`config.mk`:
```
export PLATFORM = sky130hd
export DESIGN_NAME = cwfm_regs_top
export DESIGN_NICKNAME = d
export VERILOG_FILES = /design/src/cwfm_pkg.sv /design/src/cwfm_acc_if.sv /design/src/cwfm_regs_top.sv /design/src/cwfm_avmm_slave.sv /design/src/cwfm_len_decode.sv
export SDC_FILE = /design/constraint.sdc
export NUM_CORES = 1
export LEC_CHECK = 0
export ABC_AREA = 1
export BUFFER_PORTS_ARGS = -buffer_cell sky130_fd_sc_hd__buf_2
export CORE_MARGIN = 2
export CORE_UTILIZATION = 51
export DETAILED_ROUTE_END_ITERATION = 12
export PLACE_DENSITY = 0.88
export SLEW_MARGIN = 15
export SYNTH_ARGS = -nofsm -noshare
export SYNTH_HDL_FRONTEND = slang
export SYNTH_HIERARCHICAL = 1
export SYNTH_SLANG_ARGS = --single-unit
```
`constraint.sdc`:
```
create_clock -name clk -period 3.7 [get_ports clk]
set_input_delay 0.74 -clock clk [delete_from_list [all_inputs] [get_ports clk]]
set_output_delay 0.74 -clock clk [all_outputs]
set_load 0.01 [all_outputs]
```
`src/cwfm_pkg.sv`:
```
// constants for the wake-frame match register bank
// assumes a 32-bit avalon-mm slave with one register per aligned word
package cwfm_pkg;

  // ----------------------------------------------------------------
  // address map: register indices, byte address is four times these
  // ----------------------------------------------------------------
  localparam int unsigned CWFM_ADDR_W = 8;
  localparam int unsigned CWFM_IDX_W = 6;
  localparam int unsigned CWFM_IDX_LSB = 2;
  localparam logic [5:0] CWFM_IDX_CONFIG_VALID = 6'h20;
  localparam logic [5:0] CWFM_IDX_WAKE_ID_TOP = 6'h23;
  localparam logic [5:0] CWFM_IDX_WAKE_ID_MID_HIGH = 6'h24;
  localparam logic [5:0] CWFM_IDX_WAKE_ID_MID_LOW = 6'h25;
  localparam logic [5:0] CWFM_IDX_WAKE_ID_LOW_FLAGS = 6'h26;
  localparam logic [5:0] CWFM_IDX_MASK_TOP = 6'h27;
  localparam logic [5:0] CWFM_IDX_MASK_UPPER = 6'h28;
  localparam logic [5:0] CWFM_IDX_MASK_MIDDLE = 6'h29;
  localparam logic [5:0] CWFM_IDX_MASK_LOW = 6'h2A;
  localparam logic [5:0] CWFM_IDX_LENGTH_CODE = 6'h2B;
  localparam logic [5:0] CWFM_IDX_BYTE_SEVEN = 6'h2C;
  localparam logic [5:0] CWFM_IDX_BYTE_SIX = 6'h2D;

  // ----------------------------------------------------------------
  // storage slots, counted from the top identifier byte
  // ----------------------------------------------------------------
  localparam int unsigned CWFM_NUM_SLOTS = 11;
  localparam logic [3:0] CWFM_SLOT_ID_TOP = 4'h0;
  localparam logic [3:0] CWFM_SLOT_ID_MID_HIGH = 4'h1;
  localparam logic [3:0] CWFM_SLOT_ID_MID_LOW = 4'h2;
  localparam logic [3:0] CWFM_SLOT_ID_LOW_FLAGS = 4'h3;
  localparam logic [3:0] CWFM_SLOT_MASK_TOP = 4'h4;
  localparam logic [3:0] CWFM_SLOT_MASK_UPPER = 4'h5;
  localparam logic [3:0] CWFM_SLOT_MASK_MIDDLE = 4'h6;
  localparam logic [3:0] CWFM_SLOT_MASK_LOW = 4'h7;
  localparam logic [3:0] CWFM_SLOT_LENGTH_CODE = 4'h8;
  localparam logic [3:0] CWFM_SLOT_BYTE_SEVEN = 4'h9;
  localparam logic [3:0] CWFM_SLOT_BYTE_SIX = 4'hA;

  // ----------------------------------------------------------------
  // field positions, writable-bit masks and reset values
  // ----------------------------------------------------------------
  localparam int unsigned CWFM_IDE_BIT = 0;
  localparam int unsigned CWFM_RTR_BIT = 1;
  localparam int unsigned CWFM_CFG_VALID_BIT = 0;
  localparam int unsigned CWFM_LOW_ID_MSB = 6;
  localparam int unsigned CWFM_LOW_ID_LSB = 2;
  localparam int unsigned CWFM_DLC_MSB = 3;
  localparam int unsigned CWFM_STD_ID_LSB = 18;
  localparam logic [7:0] CWFM_WMASK_FULL = 8'hFF;
  localparam logic [7:0] CWFM_WMASK_ID_LOW_FLAGS = 8'h7F;
  localparam logic [7:0] CWFM_WMASK_MASK_LOW = 8'h7C;
  localparam logic [7:0] CWFM_WMASK_LENGTH_CODE = 8'h0F;
  localparam logic [7:0] CWFM_BYTE_RESET = 8'h00;
  localparam logic [3:0] CWFM_DLC_MAX_BYTES = 4'h8;

  typedef logic [7:0] cwfm_byte_t;

endpackage

```
`src/cwfm_acc_if.sv`:
```
// one-byte register access strobes between bus slave and register bank
// assumes both ends run on the same clock
`timescale 1ns/100ps
`default_nettype none

interface cwfm_acc_if;
  logic wr_stb;
  logic rd_stb;
  logic [5:0] idx;
  logic [7:0] wdata;
  logic [7:0] rdata;

  modport bus (output wr_stb, output rd_stb, output idx, output wdata, input rdata);
  modport bank (input wr_stb, input rd_stb, input idx, input wdata, output rdata);
endinterface

`default_nettype wire

```
`src/cwfm_regs_top.sv`:
```
// register bank holding the reference can wake-up frame for selective wake
// assumes an avalon-mm master on clk and a frame comparator reading the outputs
//
// Summary of operation
// - a mask bit of one compares that identifier bit, zero ignores it
// - extension flag bit 0: zero standard 11-bit, one extended 29-bit id
// - request flag bit 1: zero data frame, one remote request
// - id 20..13, 12..5 fill full bytes; id 4..0 sit at bits 6:2
// - mask bits 28..21, 20..13, 12..5 each fill one full byte
// - mask 4..0 at bits 6:2 of low mask; bits 7, 1:0 reserved
// - reserved bits always read back as zero
// - length code is four bits; codes 0 to 7 give that many bytes
// - length codes above eight mean an eight-byte data field
// - payload bytes seven and six are full read-write bytes
// - power-on or soft reset clears every register to zero
// - restart keeps the stored bytes but clears config valid; reserved bits still read zero
// - config valid set by software, cleared on wake, reset, config change
// - identifier bits 28..21 fill the first stored byte of this bank, index 6'h23
`timescale 1ns/100ps
`default_nettype none

module cwfm_regs_top
  import cwfm_pkg::*;
(
  input wire logic clk,
  input wire logic srst,
  input wire logic soft_reset,
  input wire logic restart_pulse,
  input wire logic wake_event,
  input wire logic [cwfm_pkg::CWFM_ADDR_W-1:0] address,
  input wire logic read,
  input wire logic write,
  input wire logic [31:0] writedata,
  input wire logic [3:0] byteenable,
  output logic [31:0] readdata,
  output logic waitrequest,
  output logic [28:0] ref_ident,
  output logic [28:0] cmp_mask,
  output logic [10:0] ref_std_ident,
  output logic ref_ide,
  output logic ref_rtr,
  output logic rtr_misconfig,
  output logic [3:0] ref_length_code,
  output logic [3:0] ref_byte_count,
  output logic [7:0] ref_payload_byte_seven,
  output logic [7:0] ref_payload_byte_six,
  output logic config_valid_flag
);
  import cwfm_pkg::*;

  // ----------------------------------------------------------------
  // address decoding helpers
  // ----------------------------------------------------------------

  // true when an index falls on one of the eleven stored bytes
  function automatic logic slot_hit(input logic [5:0] idx);
    slot_hit = (idx >= CWFM_IDX_WAKE_ID_TOP) && (idx <= CWFM_IDX_BYTE_SIX);
  endfunction

  // storage slot of an index; only meaningful where slot_hit is true
  function automatic logic [3:0] slot_of(input logic [5:0] idx);
    logic [5:0] diff;
    diff = idx - CWFM_IDX_WAKE_ID_TOP;
    slot_of = diff[3:0];
  endfunction

  // writable bits per slot; everything else is reserved and stays zero
  function automatic cwfm_byte_t wmask_of(input logic [3:0] slot);
    case (slot)
      CWFM_SLOT_ID_LOW_FLAGS: wmask_of = CWFM_WMASK_ID_LOW_FLAGS;
      CWFM_SLOT_MASK_LOW: wmask_of = CWFM_WMASK_MASK_LOW;
      CWFM_SLOT_LENGTH_CODE: wmask_of = CWFM_WMASK_LENGTH_CODE;
      default: wmask_of = CWFM_WMASK_FULL;
    endcase
  endfunction

  // ----------------------------------------------------------------
  // bus front end
  // ----------------------------------------------------------------

  cwfm_acc_if acc ();

  cwfm_avmm_slave u_slave (
    .clk(clk),
    .srst(srst),
    .address(address),
    .read(read),
    .write(write),
    .writedata(writedata),
    .byteenable(byteenable),
    .readdata(readdata),
    .waitrequest(waitrequest),
    .acc(acc)
  );

  // ----------------------------------------------------------------
  // access qualification
  // ----------------------------------------------------------------

  logic cfg_write;
  logic ctrl_write;
  logic [3:0] wr_slot;
  cwfm_byte_t wr_byte;

  // a completed write to a stored byte, or to the control word
  assign cfg_write = acc.wr_stb & slot_hit(acc.idx);
  assign ctrl_write = acc.wr_stb & (acc.idx == CWFM_IDX_CONFIG_VALID);
  assign wr_slot = slot_of(acc.idx);
  // reserved positions are stripped before anything is stored
  assign wr_byte = acc.wdata & wmask_of(wr_slot);

  // ----------------------------------------------------------------
  // reference frame storage
  // ----------------------------------------------------------------

  cwfm_byte_t slot_reg [CWFM_NUM_SLOTS];

  // one flop byte per slot; restart_pulse has no branch on purpose,
  // so a restart leaves every stored byte untouched
  genvar g;
  generate
    for (g = 0; g < CWFM_NUM_SLOTS; g++)
    begin : g_slot
      always_ff @(posedge clk)
      begin
        if (srst || soft_reset)
          slot_reg[g] <= CWFM_BYTE_RESET;
        else if (cfg_write && (wr_slot == 4'(g)))
          slot_reg[g] <= wr_byte;
      end
    end
  endgenerate

  // ----------------------------------------------------------------
  // configuration valid flag
  // ----------------------------------------------------------------

  logic cfg_valid_reg;
  logic cfg_valid_next;

  // clearing events win over a software set in the same cycle, so a
  // stale configuration can never be armed across a wake or an edit
  always_comb
  begin
    cfg_valid_next = cfg_valid_reg;
    if (ctrl_write)
      cfg_valid_next = acc.wdata[CWFM_CFG_VALID_BIT];
    if (wake_event || cfg_write || restart_pulse)
      cfg_valid_next = 1'b0;
  end

  // flag register
  always_ff @(posedge clk)
  begin
    if (srst || soft_reset)
      cfg_valid_reg <= 1'b0;
    else
      cfg_valid_reg <= cfg_valid_next;
  end

  assign config_valid_flag = cfg_valid_reg;

  // ----------------------------------------------------------------
  // read mux
  // ----------------------------------------------------------------

  cwfm_byte_t rd_byte;

  // stored bytes already hold zero in reserved bits; unmapped reads zero
  always_comb
  begin
    rd_byte = CWFM_BYTE_RESET;
    if (slot_hit(acc.idx))
      rd_byte = slot_reg[slot_of(acc.idx)] & wmask_of(slot_of(acc.idx));
    else if (acc.idx == CWFM_IDX_CONFIG_VALID)
      rd_byte[CWFM_CFG_VALID_BIT] = cfg_valid_reg;
  end

  assign acc.rdata = rd_byte;

  // ----------------------------------------------------------------
  // reference identifier and compare mask
  // ----------------------------------------------------------------

  cwfm_byte_t id_low;
  cwfm_byte_t mask_low;

  assign id_low = slot_reg[CWFM_SLOT_ID_LOW_FLAGS];
  assign mask_low = slot_reg[CWFM_SLOT_MASK_LOW];

  // identifier laid out as 28..21, 20..13, 12..5, 4..0
  assign ref_ident = {
    slot_reg[CWFM_SLOT_ID_TOP],
    slot_reg[CWFM_SLOT_ID_MID_HIGH],
    slot_reg[CWFM_SLOT_ID_MID_LOW],
    id_low[CWFM_LOW_ID_MSB:CWFM_LOW_ID_LSB]
  };

  // one bit means compared, zero means ignored by the comparator
  assign cmp_mask = {
    slot_reg[CWFM_SLOT_MASK_TOP],
    slot_reg[CWFM_SLOT_MASK_UPPER],
    slot_reg[CWFM_SLOT_MASK_MIDDLE],
    mask_low[CWFM_LOW_ID_MSB:CWFM_LOW_ID_LSB]
  };

  // standard identifiers live in the top eleven positions
  assign ref_std_ident = ref_ident[28:CWFM_STD_ID_LSB];

  // ----------------------------------------------------------------
  // frame format and type flags
  // ----------------------------------------------------------------

  assign ref_ide = id_low[CWFM_IDE_BIT];
  assign ref_rtr = id_low[CWFM_RTR_BIT];
  // remote frames cannot wake; flag a misprogrammed reference
  assign rtr_misconfig = id_low[CWFM_RTR_BIT];

  // ----------------------------------------------------------------
  // payload length and data bytes
  // ----------------------------------------------------------------

  cwfm_byte_t len_byte;

  assign len_byte = slot_reg[CWFM_SLOT_LENGTH_CODE];
  assign ref_length_code = len_byte[CWFM_DLC_MSB:0];

  cwfm_len_decode u_len (
    .length_code(len_byte[CWFM_DLC_MSB:0]),
    .byte_count(ref_byte_count)
  );

  assign ref_payload_byte_seven = slot_reg[CWFM_SLOT_BYTE_SEVEN];
  assign ref_payload_byte_six = slot_reg[CWFM_SLOT_BYTE_SIX];

endmodule

`default_nettype wire

```
`src/cwfm_avmm_slave.sv`:
```
// avalon-mm slave front end with one wait state per access
// assumes the master holds its request until waitrequest is low
`timescale 1ns/100ps
`default_nettype none

module cwfm_avmm_slave
  import cwfm_pkg::*;
(
  input wire logic clk,
  input wire logic srst,
  input wire logic [cwfm_pkg::CWFM_ADDR_W-1:0] address,
  input wire logic read,
  input wire logic write,
  input wire logic [31:0] writedata,
  input wire logic [3:0] byteenable,
  output logic [31:0] readdata,
  output logic waitrequest,
  cwfm_acc_if.bus acc
);
  import cwfm_pkg::*;

  logic ack_reg;
  logic [7:0] rdata_reg;

  // first cycle of a request waits, the second completes it
  assign waitrequest = (read | write) & ~ack_reg;
  assign acc.idx = address[CWFM_IDX_LSB +: CWFM_IDX_W];
  assign acc.wdata = writedata[7:0];
  // only lane 0 carries register data; a write without it changes nothing
  assign acc.wr_stb = write & ack_reg & byteenable[0];
  assign acc.rd_stb = read & ~ack_reg;
  assign readdata = {24'h000000, rdata_reg};

  // completion toggle
  always_ff @(posedge clk)
  begin
    if (srst)
      ack_reg <= 1'b0;
    else
      ack_reg <= (read | write) & ~ack_reg;
  end

  // read data captured in the wait cycle, stands at the completing edge
  always_ff @(posedge clk)
  begin
    if (srst)
      rdata_reg <= CWFM_BYTE_RESET;
    else if (acc.rd_stb)
      rdata_reg <= acc.rdata;
  end
endmodule

`default_nettype wire

```
`src/cwfm_len_decode.sv`:
```
// turns a 4-bit data length code into a payload byte count
// assumes a classic can frame, never more than eight data bytes
`timescale 1ns/100ps
`default_nettype none

module cwfm_len_decode
  import cwfm_pkg::*;
(
  input wire logic [3:0] length_code,
  output logic [3:0] byte_count
);
  import cwfm_pkg::*;

  // codes 0..7 pass through, 8..15 all mean eight bytes
  always_comb
  begin
    if (length_code > CWFM_DLC_MAX_BYTES)
      byte_count = CWFM_DLC_MAX_BYTES;
    else
      byte_count = length_code;
  end
endmodule

`default_nettype wire

```
After elaboration in Yosys (flattened, before gate mapping)
Memories as Yosys holds them, arrays and structs flattened.
Index checks and enable logic that the tools add are counted.
- input bits: 51
- logic and storage cells: 109
- output and inout bits: 130
- memory bits (writable): 88
- memories kept: 1
- register bits: 10
- add/subtract/negate cells: 1
- magnitude comparators: 3
- equality and inequality tests: 11
- bitwise operators: 21
- reduce and logical (&&, ||, !) cells: 17
- mux-type cells: 52
- memories (memory ; words ; bits a word ; read ports ; clocked after Yosys merged registers in ; wr ports ; line ; source):
    slot_reg ; 11 ; 8 ; 12 ; 0 ; 11 ; cwfm_regs_top.sv:116 ; cwfm_byte_t slot_reg [CWFM_NUM_SLOTS];
- operators with widths (kind ; number):
    2-to-1 mux 8 bit ; 12
    2-to-1 mux 1 bit ; 37
    case mux 8 bit (3 select lines) ; 1
    AND 8 bit ; 2
    equality test 4 x 3 -> 1 bit, second input constant ; 4
    equality test 4 bit, second input constant ; 3
    logical AND 1 bit ; 12
    OR 1 bit ; 12
    equality test 4 x 2 -> 1 bit, second input constant ; 2
    2-to-1 mux 7 bit ; 1
    AND 1 bit ; 6
    equality test 6 bit, second input constant ; 1
    >= comparator 6 bit, second input constant ; 1
    <= comparator 6 bit, second input constant ; 1
    equality test 4 x 1 -> 1 bit, second input constant ; 1
    greater-than comparator 4 bit, second input constant ; 1
    logical NOT 4 bit ; 1
    2-to-1 mux 4 bit ; 1
    subtractor 4 x 2 -> 4 bit, second input constant ; 1
    logical OR 1 bit ; 3
    OR reduction 2 bit ; 1
    inverter 1 bit ; 1

Logic depth before layout (Yosys ltp)
- word-level depth: 8
- mapped depth: 17
- depth with buffers taken out: 14

Cells and area by module
Netlist, hierarchy kept.
- by module, submodules not included (module ; seq. area each (µm²) ; times used ; area each (µm²) ; cells each):
    cwfm_regs_top ; 2662.6 ; 1 ; 4693.3 ; 516
    cwfm_avmm_slave ; 180.2 ; 1 ; 683.2 ; 98
    cwfm_len_decode ; 0.0 ; 1 ; 38.8 ; 9

Least setup slack after synthesis
Ideal clock, no wire load.
- kind: input to register
- from: input port address[2] (netlist name)
- to: memory slot_reg[1][0] (netlist name) (enable)
- stages on the path: 14
- path slack: 0.624 ns
- buffers on the path: 4
- required time: 3.326 ns
- data arrival time: 2.703 ns
- cell sequence: buf_4 buf_2 inv_1 clkbuf_1 ha_1 inv_1 nand3_1 nand2_1 nand2_2 nand3_4 inv_2 buf_6 nand2_1 o21ai_1
- RTL lines (element ; line ; source):
    start: declaration ; cwfm_regs_top.sv:30 ; input wire logic [cwfm_pkg::CWFM_ADDR_W-1:0] address,
    end: declaration ; cwfm_regs_top.sv:116 ;

==> flow_summary.ini <==
[synth]
syn_area_per_cell_sq_um = 8.69
synth.area.top_cells = edfxtp_1 49%, nor2_1 9.4%, nand2_1 9.3%
yosys.area.top_type = edfxtp_1
ys_types = 30
synth_top_area_frac = 0.488
ys_warn_count = 6
synth-seq-cells = 98
ys_seq_area_frac = 0.525
synthesis.area_sq_mm = 0.00542
netlist_instances = 623

[route]
wire_per_inst_um = 16.2
first_pass_iters = 5
vias = 4437
vias_per_cell = 5.15
drc = 0
antenna_left = 0
dr.first_iter.drc_count = 343
wl_um = 14000

[cells_and_area]
nets = 777
final_area_sq_mm = 0.00608
antenna_cells = 0
finalNonFillerCells = 862
area_delta_synth_final_pct = 12.4
fin_util = 0.589
largest_reg_flops = 88
seqCellArea_sq_mm = 0.00284
multi_input_area_sq_mm = 0.00194
drive_gt1_frac = 0.263
fill_cells = 966

[cts]
clk_latency_ns = 0.39
clock-sinks = 98
cts_resized = 0
cts_buffer_depth = 2
postCtsSetupBuffers = 0
cts_tree = yes
cts_hold_buf = 0
cts_buffers = 9
cts-root-buf = clkbuf_8
htree_levels = 3
clk_pin_slew_ns = 0.09

[placed_design]
dpl.hpwl_um = 10300
gp_congestion = 0.978
placed_cell_area_sq_mm = 0.00587
io_buffers = 127
dp.cells = 846

[timing]
setup_violations = 0
rsz0062_at_grt = false
tightest_slew_ns = 0.983
maxSlewHeadroom = 0.344
finClkSkew_ns = 0.00824
setup-tns-final_ns = 0
hold_violations = 0
timing.final.crit_share = 0.728
max_freq_mhz = 371
period_needed_ns = 2.69
maxSlewViolCount = 0

[floorplanning]
dieHeight_um = 107
coreArea_sq_mm = 0.0103
io_pins = 181
dieArea_sq_mm = 0.0115
fp.dieW_um = 107
start_util = 0.525
rows = 37

[power_and_ir_drop]
switching_share = 0.277
power.internal_w = 0.00175
power_switching_w = 0.000671
p_comb_frac = 0.154
p_per_area_mw_per_mm2 = 399
leakagePower_nw = 2.91
seq_power_share = 0.529
clkPwrFrac = 0.317
ir_drop_mv = 0.279

[global_routing]
grt_start_max_net_pins = 34
gr-usage-all-layers = 0.253
grt_pass1_wl_um = 21400
antenna_found_initial = 0
grt_overflow = 0
grt_pass1_vias = 4195

[worst_setup_path]
worstPathArrival_ns = 2.78
max_stage_delay_ns = 0.33
path_cells = buf_2 -> buf_4 -> ha_1 -> inv_1 -> nor2_1 -> nand2_1 -> nand2_2 -> nand3_4 -> inv_2 -> nand2_1 -> o21ai_1 -> buf_4
cp.required_ns = 3.79
setup.worst_path.class = in -> reg
cpMaxStageDelayCell = inv_2
critPathCaptureType = flip-flop
worstSetupStartpointType = input pin
cp_max_fo = 13

[run]
cap_violations = 0

[worst_hold_path]
min_path_type = reg -> reg

[run_status]
outcome = complete, no violations
==> routing by layer <==
metal	routed length, um	share of wire	GRT usage
met2	6840	0.49	0.425
met1	5670	0.41	0.329
met5	0	0	0
met4	283	0.020	0.0900
met3	1160	0.083	0.0456
==> logic make-up after synthesis <==
| group | count (synthesis) | synth area share |
|---|---|---|
| adder cells (fa/ha/maj) | 5 | 0.0116 |
| other | 2 | 0.00139 |
| AND/OR/NAND/NOR | 359 | 0.292 |
| AO/OA/AOI/OAI | 29 | 0.0314 |
| buffers and inverters | 130 | 0.139 |
| flip-flops | 98 | 0.525 |
==> path summary, 6_finish.rpt <==
check | from | to | slack, ns | cells after the start
worst min register to register | u_slave/rdata_reg[4] | u_slave/rdata_reg[4] | 0.49 | 2
worst max register to register | u_slave/ack_reg | slot_reg[6][6] | 1.54 | 7
worst max-delay path | address[2] | slot_reg[6][6] | 1.01 | 12
worst min-delay path | u_slave/rdata_reg[4] | u_slave/rdata_reg[4] | 0.49 | 2
==> power groups by stage <==
stage / Combinational, W / Clock (W) / Sequential, W
after global routing: 0.000411 / 0.000816 / 0.00129
final: 0.000373 / 0.000768 / 0.00128
after detailed placement: 0.000370 / 0 / 0.00131
after global placement: 0.000364 / 0 / 0.00131
after CTS: 0.000371 / 0.000771 / 0.00128
after floorplan: 0.000255 / 0 / 0.00132
==> stage by stage <==
step	worst slack, ns	hold WS (ns)	total power (W)
after floorplan	0.624	0.508	0.00158
after global placement	0.679	0.463	0.00167
after detailed placement	0.665	0.474	0.00168
after CTS	1.06	0.492	0.00243
after global routing	0.859	0.515	0.00252
final	1.01	0.491	0.00243
==> synthesized netlist by cell type <==
cell type	number
o211ai_1	6
buf_4	65
a21oi_1	5
ha_1	5
nand4_1	2
dfxtp_1	10
nand2_1	134
nand3_1	60
nand2_4	1
nand3_4	5
buf_6	2
inv_2	6
clkbuf_1	15
conb_1	2
o21ai_0	11
o21ai_1	4
nor2_1	135
clkinv_1	1
buf_2	3
nor3_1	1
a21oi_2	2
nor4_1	1
and3_1	1
inv_1	38
nand2_2	10
a21o_1	1
nor2_4	1
nand3_2	5
edfxtp_1	88
or2_2	3
==> layout make-up <==
cell class | instances | area share
Inverter | 45 | 0.0278
Timing Repair Buffer | 142 | 0.123
Tap cell | 136 | 0.0280
Multi-Input combinational cell | 425 | 0.318
Clock buffer | 10 | 0.0210
Sequential cell | 98 | 0.467
Clock inverter | 6 | 0.0148
==> cell usage in the layout (no fill, tap or decap), drive strengths merged, types with 2 or more instances in the layout <==
| master | netlist | routed |
|---|---|---|
| conb | 2 | 32 |
| nand4 | 2 | 2 |
| o211ai | 6 | 6 |
| ha | 5 | 5 |
| nand3 | 70 | 70 |
| dfxtp | 10 | 10 |
| a21oi | 7 | 7 |
| nor2 | 136 | 136 |
| edfxtp | 88 | 88 |
| o21ai | 15 | 15 |
| or2 | 3 | 3 |
| clkbuf | 15 | 10 |
| inv | 44 | 45 |
| bufinv | 0 | 2 |
| nand2 | 145 | 145 |
| clkinv | 1 | 3 |
| buf | 70 | 142 |
==> worst max-delay path, delay by kind of cell <==
| kind | cells | cell delay, ns |
|---|---|---|
| buf+inv | 5 | 1.09 |
| simple gates | 5 | 0.57 |
| fa+ha+maj | 1 | 0.21 |
| compound gates | 1 | 0.15 |
Power figures use the tool's default switching activity.
